===== src/common/uar_pkg.sv =====
package uar_pkg;

  // ----------------------------------------------------------------
  // Register map (byte addresses)
  // ----------------------------------------------------------------
  localparam logic [11:0] ctrl_addr   = 12'h000;
  localparam logic [11:0] status_addr = 12'h004;
  localparam logic [11:0] data_addr   = 12'h008;
  localparam logic [11:0] divisor_addr = 12'h00c;
  localparam logic [11:0] irq_stat_addr = 12'h010;
  localparam logic [11:0] irq_en_addr  = 12'h014;
  localparam logic [11:0] irq_clr_addr = 12'h018;

  // ----------------------------------------------------------------
  // Control fields
  // ----------------------------------------------------------------
  localparam int ctrl_en_bit    = 0;
  localparam int ctrl_dbl_bit   = 1;
  localparam int ctrl_len_lsb   = 4;
  localparam int ctrl_len_w     = 4;
  localparam logic [3:0] len_reset = 4'h8;
  localparam logic [3:0] len_min   = 4'h5;
  localparam logic [3:0] len_max   = 4'ha;

  // Status fields.
  localparam int stat_done_bit = 0;
  localparam int stat_serr_bit = 1;
  localparam int stat_busy_bit = 2;

  // Interrupt events.
  localparam int irq_rx_bit    = 0;
  localparam int irq_serr_bit  = 1;
  localparam int irq_noise_bit = 2;
  localparam int irq_w         = 3;

  // ----------------------------------------------------------------
  // Sampling figures
  // ----------------------------------------------------------------
  localparam logic [4:0] spb_normal = 5'h10;
  localparam logic [4:0] spb_double = 5'h08;
  localparam logic [4:0] first_normal = 5'h08;
  localparam logic [4:0] first_double = 5'h04;
  localparam logic [15:0] divisor_reset = 16'h0000;
  localparam int depth = 2;

  typedef enum logic [1:0] {
    uar_idle_type  = 2'b00,
    uar_start_type = 2'b01,
    uar_data_type  = 2'b11
  } uar_state_type;

  typedef struct packed {
    logic       serr;
    logic [9:0] data;
  } uar_entry_type;

endpackage


===== src/design/uar_vote.sv =====
// ------------------------------------------------------------------
// Three-sample majority vote
// ------------------------------------------------------------------
module uar_vote (
  input  wire logic [2:0] samples,  // Three centre samples
  output logic            level     // Majority level
);

  assign level = (samples[0] & samples[1]) | (samples[0] & samples[2]) |
                 (samples[1] & samples[2]);

endmodule


===== src/design/uar_rx.sv =====
// What this block does
// - Clearing the enable aborts any frame in progress at once.
// - While disabled the receiver releases the serial input pin to port use.
// - Disabling empties the receive buffer with its stored stop bit errors; the interrupt status register keeps its bits.
// - The line is sampled 16 times per bit, or 8 times in double speed.
// - Start detection begins on a high to low edge, that first low sample being sample 1.
// - Samples 8-10 (or 4-6) validate the start; two or more high reject it as noise.
// - Sampling is resynchronised to every valid start bit.
// - Recovery steps 16 states per bit, or 8 in double speed.
// - Each data or parity bit is the majority of its three centre samples.
// - Recovery ends with the first stop bit; further stop bits are ignored.
// - The first stop bit is voted and a zero sets the stop bit error flag.
// - A new start edge is accepted right after the last voting sample of the stop bit.
// - The complete flag is one while unread characters remain, zero when empty.
// - The stop bit error travels in the buffer with its character and advances on read.
//
// Added by the designer: the register offsets and the APB slave port.
module uar_rx #(
  parameter int dw = 10  // Widest data plus parity
) (
  input  wire logic        pclk,        // Clock
  input  wire logic        presetn,     // Async reset, low active
  input  wire logic        psel,        // APB select
  input  wire logic        penable,     // APB enable
  input  wire logic        pwrite,      // APB direction
  input  wire logic [11:0] paddr,       // APB address
  input  wire logic [31:0] pwdata,      // APB write data
  output logic      [31:0] prdata,      // APB read data
  output logic             pready,      // APB ready
  output logic             pslverr,     // APB error
  input  wire logic        rxd_pin,     // Serial input pin
  output logic             rx_override, // High while receiver owns the pin
  output logic             irq          // Interrupt level
);

  // ----------------------------------------------------------------
  // Bus decode and control
  // ----------------------------------------------------------------
  logic        acc;
  logic        wr;
  logic        rd;
  logic        mapped;
  logic        receiver_enable_bit_reg;
  logic        double_speed_select_reg;
  logic [3:0]  len_reg;
  logic [15:0] baud_divisor_value_reg;
  logic [15:0] div_cnt_reg;
  logic        tick;

  assign acc     = psel & penable;
  assign wr      = acc & pwrite;
  assign rd      = acc & ~pwrite;
  assign pready  = 1'b1;
  assign mapped  = paddr == uar_pkg::ctrl_addr || paddr == uar_pkg::status_addr ||
                   paddr == uar_pkg::data_addr || paddr == uar_pkg::divisor_addr ||
                   paddr == uar_pkg::irq_stat_addr || paddr == uar_pkg::irq_en_addr ||
                   paddr == uar_pkg::irq_clr_addr;
  assign pslverr = acc & ~mapped;

  always_ff @(posedge pclk or negedge presetn) begin
    if (!presetn) begin
      receiver_enable_bit_reg <= 1'b0;
      double_speed_select_reg <= 1'b0;
      len_reg                 <= uar_pkg::len_reset;
      baud_divisor_value_reg  <= uar_pkg::divisor_reset;
    end else if (wr && paddr == uar_pkg::ctrl_addr) begin
      receiver_enable_bit_reg <= pwdata[uar_pkg::ctrl_en_bit];
      double_speed_select_reg <= pwdata[uar_pkg::ctrl_dbl_bit];
      // Out of range lengths are clamped so the frame always ends.
      if (pwdata[uar_pkg::ctrl_len_lsb +: uar_pkg::ctrl_len_w] < uar_pkg::len_min) begin
        len_reg <= uar_pkg::len_min;
      end else if (pwdata[uar_pkg::ctrl_len_lsb +: uar_pkg::ctrl_len_w] > uar_pkg::len_max) begin
        len_reg <= uar_pkg::len_max;
      end else begin
        len_reg <= pwdata[uar_pkg::ctrl_len_lsb +: uar_pkg::ctrl_len_w];
      end
    end else if (wr && paddr == uar_pkg::divisor_addr) begin
      baud_divisor_value_reg <= pwdata[15:0];
    end
  end

  assign rx_override = receiver_enable_bit_reg;

  // ----------------------------------------------------------------
  // Sample rate divider
  // ----------------------------------------------------------------
  always_ff @(posedge pclk or negedge presetn) begin
    if (!presetn) begin
      div_cnt_reg <= 16'h0000;
    end else if (!receiver_enable_bit_reg || div_cnt_reg >= baud_divisor_value_reg) begin
      div_cnt_reg <= 16'h0000;
    end else begin
      div_cnt_reg <= div_cnt_reg + 16'h0001;
    end
  end

  assign tick = receiver_enable_bit_reg && div_cnt_reg >= baud_divisor_value_reg;

  // ----------------------------------------------------------------
  // Pin synchroniser
  // ----------------------------------------------------------------
  logic [2:0] sync_reg;
  logic       line_reg;

  always_ff @(posedge pclk or negedge presetn) begin
    if (!presetn) begin
      sync_reg <= 3'h7;
      line_reg <= 1'b1;
    end else begin
      sync_reg <= {sync_reg[1:0], rxd_pin};
      if (sync_reg[1] == sync_reg[2]) begin
        line_reg <= sync_reg[2];
      end
    end
  end

  // ----------------------------------------------------------------
  // Clock and data recovery
  // ----------------------------------------------------------------
  uar_pkg::uar_state_type state_reg;
  logic [4:0]    samp_reg;
  logic [3:0]    bit_reg;
  logic [2:0]    win_reg;
  logic [dw-1:0] shift_reg;
  logic          prev_reg;
  logic          voted;
  logic [4:0]    spb;
  logic [4:0]    first;
  logic          last_vote;
  logic          frame_done;
  logic          noise;

  assign spb   = double_speed_select_reg ? uar_pkg::spb_double : uar_pkg::spb_normal;
  assign first = double_speed_select_reg ? uar_pkg::first_double : uar_pkg::first_normal;
  uar_vote u_vote (
    .samples ({win_reg[1:0], line_reg}),
    .level   (voted)
  );
  assign last_vote  = tick && samp_reg == first + 5'h02;
  assign frame_done = state_reg == uar_pkg::uar_data_type && last_vote &&
                      bit_reg == len_reg;
  assign noise      = state_reg == uar_pkg::uar_start_type && last_vote && voted;

  always_ff @(posedge pclk or negedge presetn) begin
    if (!presetn) begin
      state_reg <= uar_pkg::uar_idle_type;
      samp_reg  <= 5'h00;
      bit_reg   <= 4'h0;
      win_reg   <= 3'h7;
      prev_reg  <= 1'b1;
      shift_reg <= '0;
    end else if (!receiver_enable_bit_reg) begin
      state_reg <= uar_pkg::uar_idle_type;
      samp_reg  <= 5'h00;
      bit_reg   <= 4'h0;
      prev_reg  <= 1'b1;
    end else if (tick) begin
      win_reg  <= {win_reg[1:0], line_reg};
      prev_reg <= line_reg;
      unique case (state_reg)
        uar_pkg::uar_idle_type: begin
          if (prev_reg && !line_reg) begin
            state_reg <= uar_pkg::uar_start_type;
            samp_reg  <= 5'h02;
          end
        end
        uar_pkg::uar_start_type: begin
          if (last_vote) begin
            if (voted) begin
              state_reg <= uar_pkg::uar_idle_type;
            end else begin
              state_reg <= uar_pkg::uar_data_type;
              bit_reg   <= 4'h0;
            end
          end
          samp_reg <= (samp_reg == spb) ? 5'h01 : samp_reg + 5'h01;
        end
        uar_pkg::uar_data_type: begin
          samp_reg <= (samp_reg == spb) ? 5'h01 : samp_reg + 5'h01;
          if (last_vote) begin
            if (bit_reg == len_reg) begin
              // early restart
              // The stop sample stays the previous level, so a low stop bit is no start edge.
              state_reg <= uar_pkg::uar_idle_type;
            end else begin
              shift_reg <= {voted, shift_reg[dw-1:1]};
              bit_reg   <= bit_reg + 4'h1;
            end
          end
        end
      endcase
    end
  end

  // ----------------------------------------------------------------
  // Receive buffer
  // ----------------------------------------------------------------
  uar_pkg::uar_entry_type buf_reg [uar_pkg::depth];
  logic          rp_reg;
  logic          wp_reg;
  logic [1:0]    cnt_reg;
  logic          push;
  logic          pop;
  logic [dw-1:0] aligned;

  // Right-align the bits shifted in at the top.
  assign aligned = shift_reg >> (4'(dw) - len_reg);
  assign push    = frame_done && cnt_reg != 2'(uar_pkg::depth);
  assign pop     = rd && paddr == uar_pkg::data_addr && cnt_reg != 2'h0;

  always_ff @(posedge pclk or negedge presetn) begin
    if (!presetn) begin
      rp_reg  <= 1'b0;
      wp_reg  <= 1'b0;
      cnt_reg <= 2'h0;
    end else if (!receiver_enable_bit_reg) begin
      rp_reg  <= 1'b0;
      wp_reg  <= 1'b0;
      cnt_reg <= 2'h0;
    end else begin
      if (push) begin
        wp_reg <= ~wp_reg;
      end
      if (pop) begin
        rp_reg <= ~rp_reg;
      end
      cnt_reg <= cnt_reg + 2'(push) - 2'(pop);
    end
  end

  always_ff @(posedge pclk or negedge presetn) begin
    if (!presetn) begin
      buf_reg <= '{default: '0};
    end else if (push) begin
      buf_reg[wp_reg] <= '{serr: ~voted, data: 10'(aligned)};
    end
  end

  // ----------------------------------------------------------------
  // Interrupts
  // ----------------------------------------------------------------
  logic [uar_pkg::irq_w-1:0] ist_reg;
  logic [uar_pkg::irq_w-1:0] ien_reg;
  logic [uar_pkg::irq_w-1:0] ev;
  logic [uar_pkg::irq_w-1:0] clr;

  assign ev  = {noise, frame_done & ~voted, push};
  assign clr = (wr && paddr == uar_pkg::irq_clr_addr) ? pwdata[uar_pkg::irq_w-1:0] : '0;

  always_ff @(posedge pclk or negedge presetn) begin
    if (!presetn) begin
      ist_reg <= '0;
      ien_reg <= '0;
    end else begin
      ist_reg <= (ist_reg & ~clr) | ev;
      if (wr && paddr == uar_pkg::irq_en_addr) begin
        ien_reg <= pwdata[uar_pkg::irq_w-1:0];
      end
    end
  end

  assign irq = |(ist_reg & ien_reg);

  // ----------------------------------------------------------------
  // Read data
  // ----------------------------------------------------------------
  uar_pkg::uar_entry_type head;

  assign head = buf_reg[rp_reg];

  always_ff @(posedge pclk or negedge presetn) begin
    if (!presetn) begin
      prdata <= 32'h0000_0000;
    end else if (psel && !penable && !pwrite) begin
      prdata <= 32'h0000_0000;
      unique case (paddr)
        uar_pkg::ctrl_addr: begin
          prdata[uar_pkg::ctrl_en_bit]  <= receiver_enable_bit_reg;
          prdata[uar_pkg::ctrl_dbl_bit] <= double_speed_select_reg;
          prdata[uar_pkg::ctrl_len_lsb +: uar_pkg::ctrl_len_w] <= len_reg;
        end
        uar_pkg::status_addr: begin
          prdata[uar_pkg::stat_done_bit] <= cnt_reg != 2'h0;
          prdata[uar_pkg::stat_serr_bit] <= cnt_reg != 2'h0 && head.serr;
          prdata[uar_pkg::stat_busy_bit] <= state_reg != uar_pkg::uar_idle_type;
        end
        uar_pkg::data_addr: begin
          prdata[9:0] <= cnt_reg != 2'h0 ? head.data : 10'h000;
        end
        uar_pkg::divisor_addr:  prdata[15:0] <= baud_divisor_value_reg;
        uar_pkg::irq_stat_addr: prdata[uar_pkg::irq_w-1:0] <= ist_reg;
        uar_pkg::irq_en_addr:   prdata[uar_pkg::irq_w-1:0] <= ien_reg;
        default:                prdata <= 32'h0000_0000;
      endcase
    end
  end

endmodule


===== config.mk =====
export PLATFORM = sky130hd
export DESIGN_NAME = uar_rx
export DESIGN_NICKNAME = d
export VERILOG_FILES = /design/src/common/uar_pkg.sv /design/src/design/uar_vote.sv /design/src/design/uar_rx.sv
export SDC_FILE = /design/constraint.sdc
export NUM_CORES = 1
export LEC_CHECK = 0
export BUFFER_PORTS_ARGS = -buffer_cell sky130_fd_sc_hd__buf_2
export CAP_MARGIN = 20
export CELL_PAD_IN_SITES_DETAIL_PLACEMENT = 0
export CELL_PAD_IN_SITES_GLOBAL_PLACEMENT = 2
export CORE_UTILIZATION = 37
export DETAILED_ROUTE_END_ITERATION = 10
export PLACE_DENSITY_LB_ADDON = 0.1
export SLEW_MARGIN = 40
export SYNTH_ARGS = -nofsm -noshare
export SYNTH_HDL_FRONTEND = slang
export SYNTH_HIERARCHICAL = 1
export SYNTH_SLANG_ARGS = --single-unit

===== constraint.sdc =====
create_clock -name pclk -period 4.2 [get_ports pclk]
set_clock_uncertainty 0.15 [all_clocks]
set_input_delay 0.63 -clock pclk [delete_from_list [all_inputs] [get_ports pclk]]
set_output_delay 0.63 -clock pclk [all_outputs]
set_load 0.01 [all_outputs]

Yosys cells after proc, flatten, opt, wreduce, memory -nomap -nowiden
Cells that the tools add are included.
Widths: inputs -> output; s select.
{"block": "op_classes", "add_sub_neg": 7, "order_cmp": 6, "n_eq_ne": 23, "shifts": 1, "mux": 46, "bitwise_logic": 23, "n_reduce_logical": 41}
{"cell": "$mux 11", "n": 4}
{"cell": "$eq 12x5->1 const B", "n": 3}
{"cell": "$mux 4", "n": 9}
{"cell": "$mux 5", "n": 5}
{"cell": "$eq 12x4->1 const B", "n": 2}
{"cell": "$bwmux 22", "n": 1}
{"cell": "$logic_and 1x1->1", "n": 18}
{"cell": "$add 16x1->16 const B", "n": 1}
{"cell": "$ge 16x16->1", "n": 1}
{"cell": "$mux 16", "n": 1}
{"cell": "$mux 2", "n": 8}
{"cell": "$ne 3x3->1 const B", "n": 5}
{"cell": "$eq 12x3->1 const B", "n": 1}
{"cell": "$logic_not 12->1", "n": 1}
{"cell": "$pmux 2 s6", "n": 1}
{"cell": "$pmux 4 s3", "n": 1}
{"cell": "$demux 11 s1", "n": 1}
{"cell": "$eq 5x5->1", "n": 2}
{"cell": "$mux 10", "n": 1}
{"cell": "$pmux 5 s2", "n": 1}
{"cell": "$reduce_and 5->1", "n": 2}
{"cell": "$shr 10x4->10", "n": 1}
{"cell": "$and 1x1->1", "n": 8}
{"cell": "$pmux 4 s2", "n": 1}
{"cell": "other kinds (39)", "n": 68}
{"block": "totals", "regBits": 114, "inputBits": 50, "out_inout_bits": 36, "word_cells": 170}

Depth between registers and ports, before layout
{"block": "logic_depth", "ltp_word": 10, "ltp_mapped": 14, "ltp_nobuf": 13}

Cells and area by module
Netlist, hierarchy kept.
{"module": "uar_rx", "n_inst": 1, "cells_each": 628, "area_per_inst_um2": 6227.2, "seq_area_each_um2": 2862.7}
{"module": "uar_vote", "n_inst": 1, "cells_each": 1, "area_per_inst_um2": 11.3, "seq_area_each_um2": 0.0}

Worst setup path before layout
No wires, ideal clock.
{"block": "synth_timing", "path_kind": "register -> register", "start": "register div_cnt_reg[13]", "end": "register cnt_reg[1]", "setup_ns": 0.123, "t_arrival_ns": 2.818, "required_time_ns": 3.927, "setup_slack_ns": 1.109, "path_stages_with_launch": 14, "cell_sequence": "dfrtp_1 > ha_1 > nand4_1 > or3_1 > a2111oi_4 > or3_1 > buf_4 > nand4_1 > ha_1 > inv_1 > ha_1 > xor2_1 > xnor2_1 > nor2_1"}
{"block": "synth_via", "elab_chain_len": 9}
{"element": "from (decl)", "line": "uar_rx.sv:47", "rtl": "logic [15:0] div_cnt_reg;"}
{"element": "from (signal assigned)", "line": "uar_rx.sv:93", "rtl": "div_cnt_reg <= div_cnt_reg + 16'h0001;"}
{"element": "$ge 16x16->1", "line": "uar_rx.sv:97", "rtl": "assign tick = receiver_enable_bit_reg && div_cnt_reg >= baud_divisor_value_reg;"}
{"element": "$logic_and 1x1->1", "line": "uar_rx.sv:97"}
{"element": "$logic_and 1x1->1", "line": "uar_rx.sv:139", "rtl": "assign last_vote = tick && samp_reg == first + 5'h02;"}
{"element": "$logic_and 1x1->1 (2 in series)", "line": "uar_rx.sv:140", "rtl": "assign frame_done = state_reg == uar_pkg::uar_data_type && last_vote &&"}
{"element": "$logic_and 1x1->1", "line": "uar_rx.sv:208", "rtl": "assign push = frame_done && cnt_reg != 2'(uar_pkg::depth);"}
{"element": "$add 2x1->2", "line": "uar_rx.sv:227", "rtl": "cnt_reg <= cnt_reg + 2'(push) - 2'(pop);"}
{"element": "$sub 2x1->2", "line": "uar_rx.sv:227"}
{"element": "$mux 2", "line": "uar_rx.sv:216", "rtl": "end else if (!receiver_enable_bit_reg) begin"}
{"element": "to (signal assigned)", "line": "uar_rx.sv:227"}
{"element": "to (decl)", "line": "uar_rx.sv:201", "rtl": "logic [1:0] cnt_reg;"}
No other way between the ends.
A chain may end at the register's enable or synchronous reset.

Worst setup path after layout
{"block": "layout_timing", "start": "register baud_divisor_value_reg[13]", "end": "register cnt_reg[1]"}
{"block": "layout_via", "elab_chain_len": 9}
{"element": "from (decl)", "line": "uar_rx.sv:46", "rtl": "logic [15:0] baud_divisor_value_reg;"}
{"element": "from (signal assigned)", "line": "uar_rx.sv:65", "rtl": "baud_divisor_value_reg <= uar_pkg::divisor_reset;"}
{"element": "from (signal assigned)", "line": "uar_rx.sv:78", "rtl": "baud_divisor_value_reg <= pwdata[15:0];"}
{"element": "$ge 16x16->1", "line": "uar_rx.sv:97"}
{"element": "$logic_and 1x1->1", "line": "uar_rx.sv:97"}
{"element": "$logic_and 1x1->1", "line": "uar_rx.sv:139"}
{"element": "$logic_and 1x1->1 (2 in series)", "line": "uar_rx.sv:140"}
{"element": "$logic_and 1x1->1", "line": "uar_rx.sv:208"}
{"element": "$add 2x1->2", "line": "uar_rx.sv:227"}
{"element": "$sub 2x1->2", "line": "uar_rx.sv:227"}
{"element": "$mux 2", "line": "uar_rx.sv:216"}
No other way between the ends.

==> results.md <==
- Final worst slack: 0.8804 ns
- H-tree depth: 4
- Flip-flop count of the largest register after layout: 22
- Placer congestion estimate: 0.7972
- Flop-to-flop setup slack: 0.88 ns
- Via count: 4636
- Startpoint types: flip-flop
- Die X: 131.9 um
- DPL Wire Length: 11200 um
- Syn-to-layout area delta: 18.31%
- Hold buffers post-CTS: 0
- Sequential share of the synthesized area: 0.4589
- Vias per cell: 5.078
- Worst endpoint data arrival time: 3.46 ns
- # rows: 47
- Initial DRC Count: 168
- Layout cells sized above 1: 0.2078
- Num CTS Buffers: 17
- Combinational power share: 0.062
- Most frequent cells in the layout: 106 x dfrtp_1, 90 x nand2_1, 51 x buf_2
- Slew at the pin closest to its max-slew limit: 0.7577 ns
- Synth Flop Type: dfrtp_1
- Peak supply drop: 263.0 uV
- Placed instance count: 881
- Max FO, Critical Path: 4
- Util after Layout: 0.4467
- Post-CTS sizing: 0
- NumNets Final: 754
- Design Area, Final: 7381 um^2
- Synthesis-stage register bit count: 114
- Input/output buffers: 52
- Most common cell after layout, fill and taps aside: dfrtp_1
- Top cells by area, synth: dfrtp_1 43%, nand2_1 5.4%, ha_1 4.8%, dfstp_2 3.4%, o21ai_0 2.5%
- Violated checks: design-rule violations
- Status: complete, but fails checks
- Fin crit share: 0.7904
- Worst path most repeated cell: ha_1
- Clk pin slew, worst setup/hold paths: 0.06 ns
- Setup tns final: 0 ns
- RSZ-0062 raised after global routing: no
- Largest net degree at the start of global routing: 54
- Count of cell types in the netlist: 71
- # IOs: 86
- Post-synth EDFFs: 0
- Max Freq: 301.2 MHz
- Initial Util: 0.3775
- Setup violations, final: 0
- Seq pwr share: 0.385
- Switch share: 0.2202
- Post-route insts no fill: 913
- Clock buffer depth: 2
- Post-CTS Setup Inserts: 0
- Critical path cell sequence: inv_1 -> ha_1 -> nand4_1 -> or3_1 -> o2bb2ai_1 -> or3_1 -> nand4_1 -> ha_1 -> inv_1 -> ha_1 -> xor2_1 -> xnor2_1 -> nor2_1
- Ys async rst share: 1.000
- First-pass GRT wire length: 25120 um
- Class of the worst hold path: input pin to async pin
- Vias in the first global route: 4605
- Initial antenna violation count: 0
- Number of fill cells: 1623
- FF-to-FF path depth: 13
- Crit path time final: 3.320 ns
- Yosys warns: 6
- Root Driver: clkbuf_16
- Max-Slew Margin vs Limit: 0.4948
- Slowest stage cell, crit path: or3_1
- Final Max Tran Viols: 0
- Setup Crit Path Kind: flip-flop to flip-flop
- Post-synth top area cell: dfrtp_1
- LEAKAGE: 3.480 nW
- Gr ovfl total: 0
- CTS tree: built
- Synth Cell Area: 6238 um^2
- Die span in y: 131.9 um
- Switch Pwr: 0.6788 mW
- Detail Route Antenna Nets: 0
- Drt drc: 2
- Core area: 16520 um^2
- Maxcap violations: 0
- CP endpoint kind: flip-flop
- Sinks on Clock Net: 114
- Placed Instance Area: 6675 um^2
- Slowest cell delay on critical path: 0.48 ns
- Gate Count Post-Synth: 629
- Ant diodes: 0
- DP Worst Slack: 0.7236 ns
- Int Pwr: 2.404 mW
- Clk_lat worst skew: 0.42 ns
- Clk pwr share: 0.553
- First drt pass iteration count: 7
- Synth top area share: 0.4252
- GRT Overall Usage: 0.1878
- Total power: 3.082 mW
- Power Dens Cells: 417.6 nW/um^2
- Final hold vios: 0
- Mean Syn Cell Area: 9.918 um^2
- CP required: 4.34 ns
- Total die area: 17380 um^2
- Overall routed net length: 15050 um
- Minimum hold slack: 0.09169 ns
- Wire per inst: 16.49 um
## layer usage
| layer | part of all wire | up-vias | global-route usage |
|---|---|---|---|
| li1 | - | 2307 | - |
| met1 | 0.52 | 2227 | 0.2746 |
| met2 | 0.43 | 81 | 0.2695 |
| met3 | 0.030 | 21 | 0.03691 |
| met4 | 0.021 | 0 | 0.07946 |
| met5 | 0 | - | 0 |
## synth_stat cells, types with 15 or more instances
library cell,instances
mux2i_1,15
clkbuf_1,18
o21ai_1,22
buf_4,19
ha_1,24
inv_1,29
nand3_1,23
nor2_1,34
a21oi_1,20
o21ai_0,31
nand2_1,90
dfrtp_1,106
## worst paths after layout
path / from / endpoint
max: baud_divisor_value_reg[13]$_DFFE_PN0P_ / cnt_reg[1]$_DFF_PN0_
min: presetn / buf_reg[3]$_DFFE_PN0P_
min in group pclk: rxd_pin / sync_reg[0]$_DFF_PN1_
max in group asynchronous: presetn / win_reg[1]$_DFFE_PN1P_
min reg2reg: sync_reg[0]$_DFF_PN1_ / sync_reg[1]$_DFF_PN1_
max reg2reg: baud_divisor_value_reg[13]$_DFFE_PN0P_ / cnt_reg[1]$_DFF_PN0_
## layout make-up
cell class	count	area, um^2	share of cell area
flip-flops and latches	114	2863	0.3879
multi-input cells	456	3098	0.4197
well taps	220	275.3	0.03729
clock inverters	14	259.0	0.03509
inverters	29	108.9	0.01475
clock buffers	18	439.2	0.05950
repair buffers	62	337.8	0.04577
## power by group through the flow
| stage | Sequential [mW] | Clock, mW | Combinational (mW) |
|---|---|---|---|
| floorplan | 1.19 | 0 | 0.132 |
| CTS | 1.18 | 1.75 | 0.196 |
| global route | 1.19 | 1.81 | 0.220 |
| detailed placement | 1.20 | 0 | 0.192 |
| global placement | 1.20 | 0 | 0.187 |
| finish | 1.19 | 1.70 | 0.192 |
## critical path: cells and delay by family, from the launching register on
kind	cells	cell delay, ns
AO/OA/AOI/OAI	1	0.43
flip-flops	1	0.37
buffers and inverters	2	0.12
XOR/XNOR	2	0.32
adder cells (fa/ha/maj)	3	0.77
AND/OR/NAND/NOR	5	1.03
## logic make-up after synthesis
logic type / synth area share
xor gates and xnor gates: 0.03089
other: 0.001204
AOI/OAI and AO/OA: 0.1340
buffers and inverters: 0.05716
muxes: 0.09747
and+or+nand+nor: 0.1673
adders and majority gates: 0.05315
DFF: 0.4589
No activity file was read; power rests on OpenSTA's default activity.
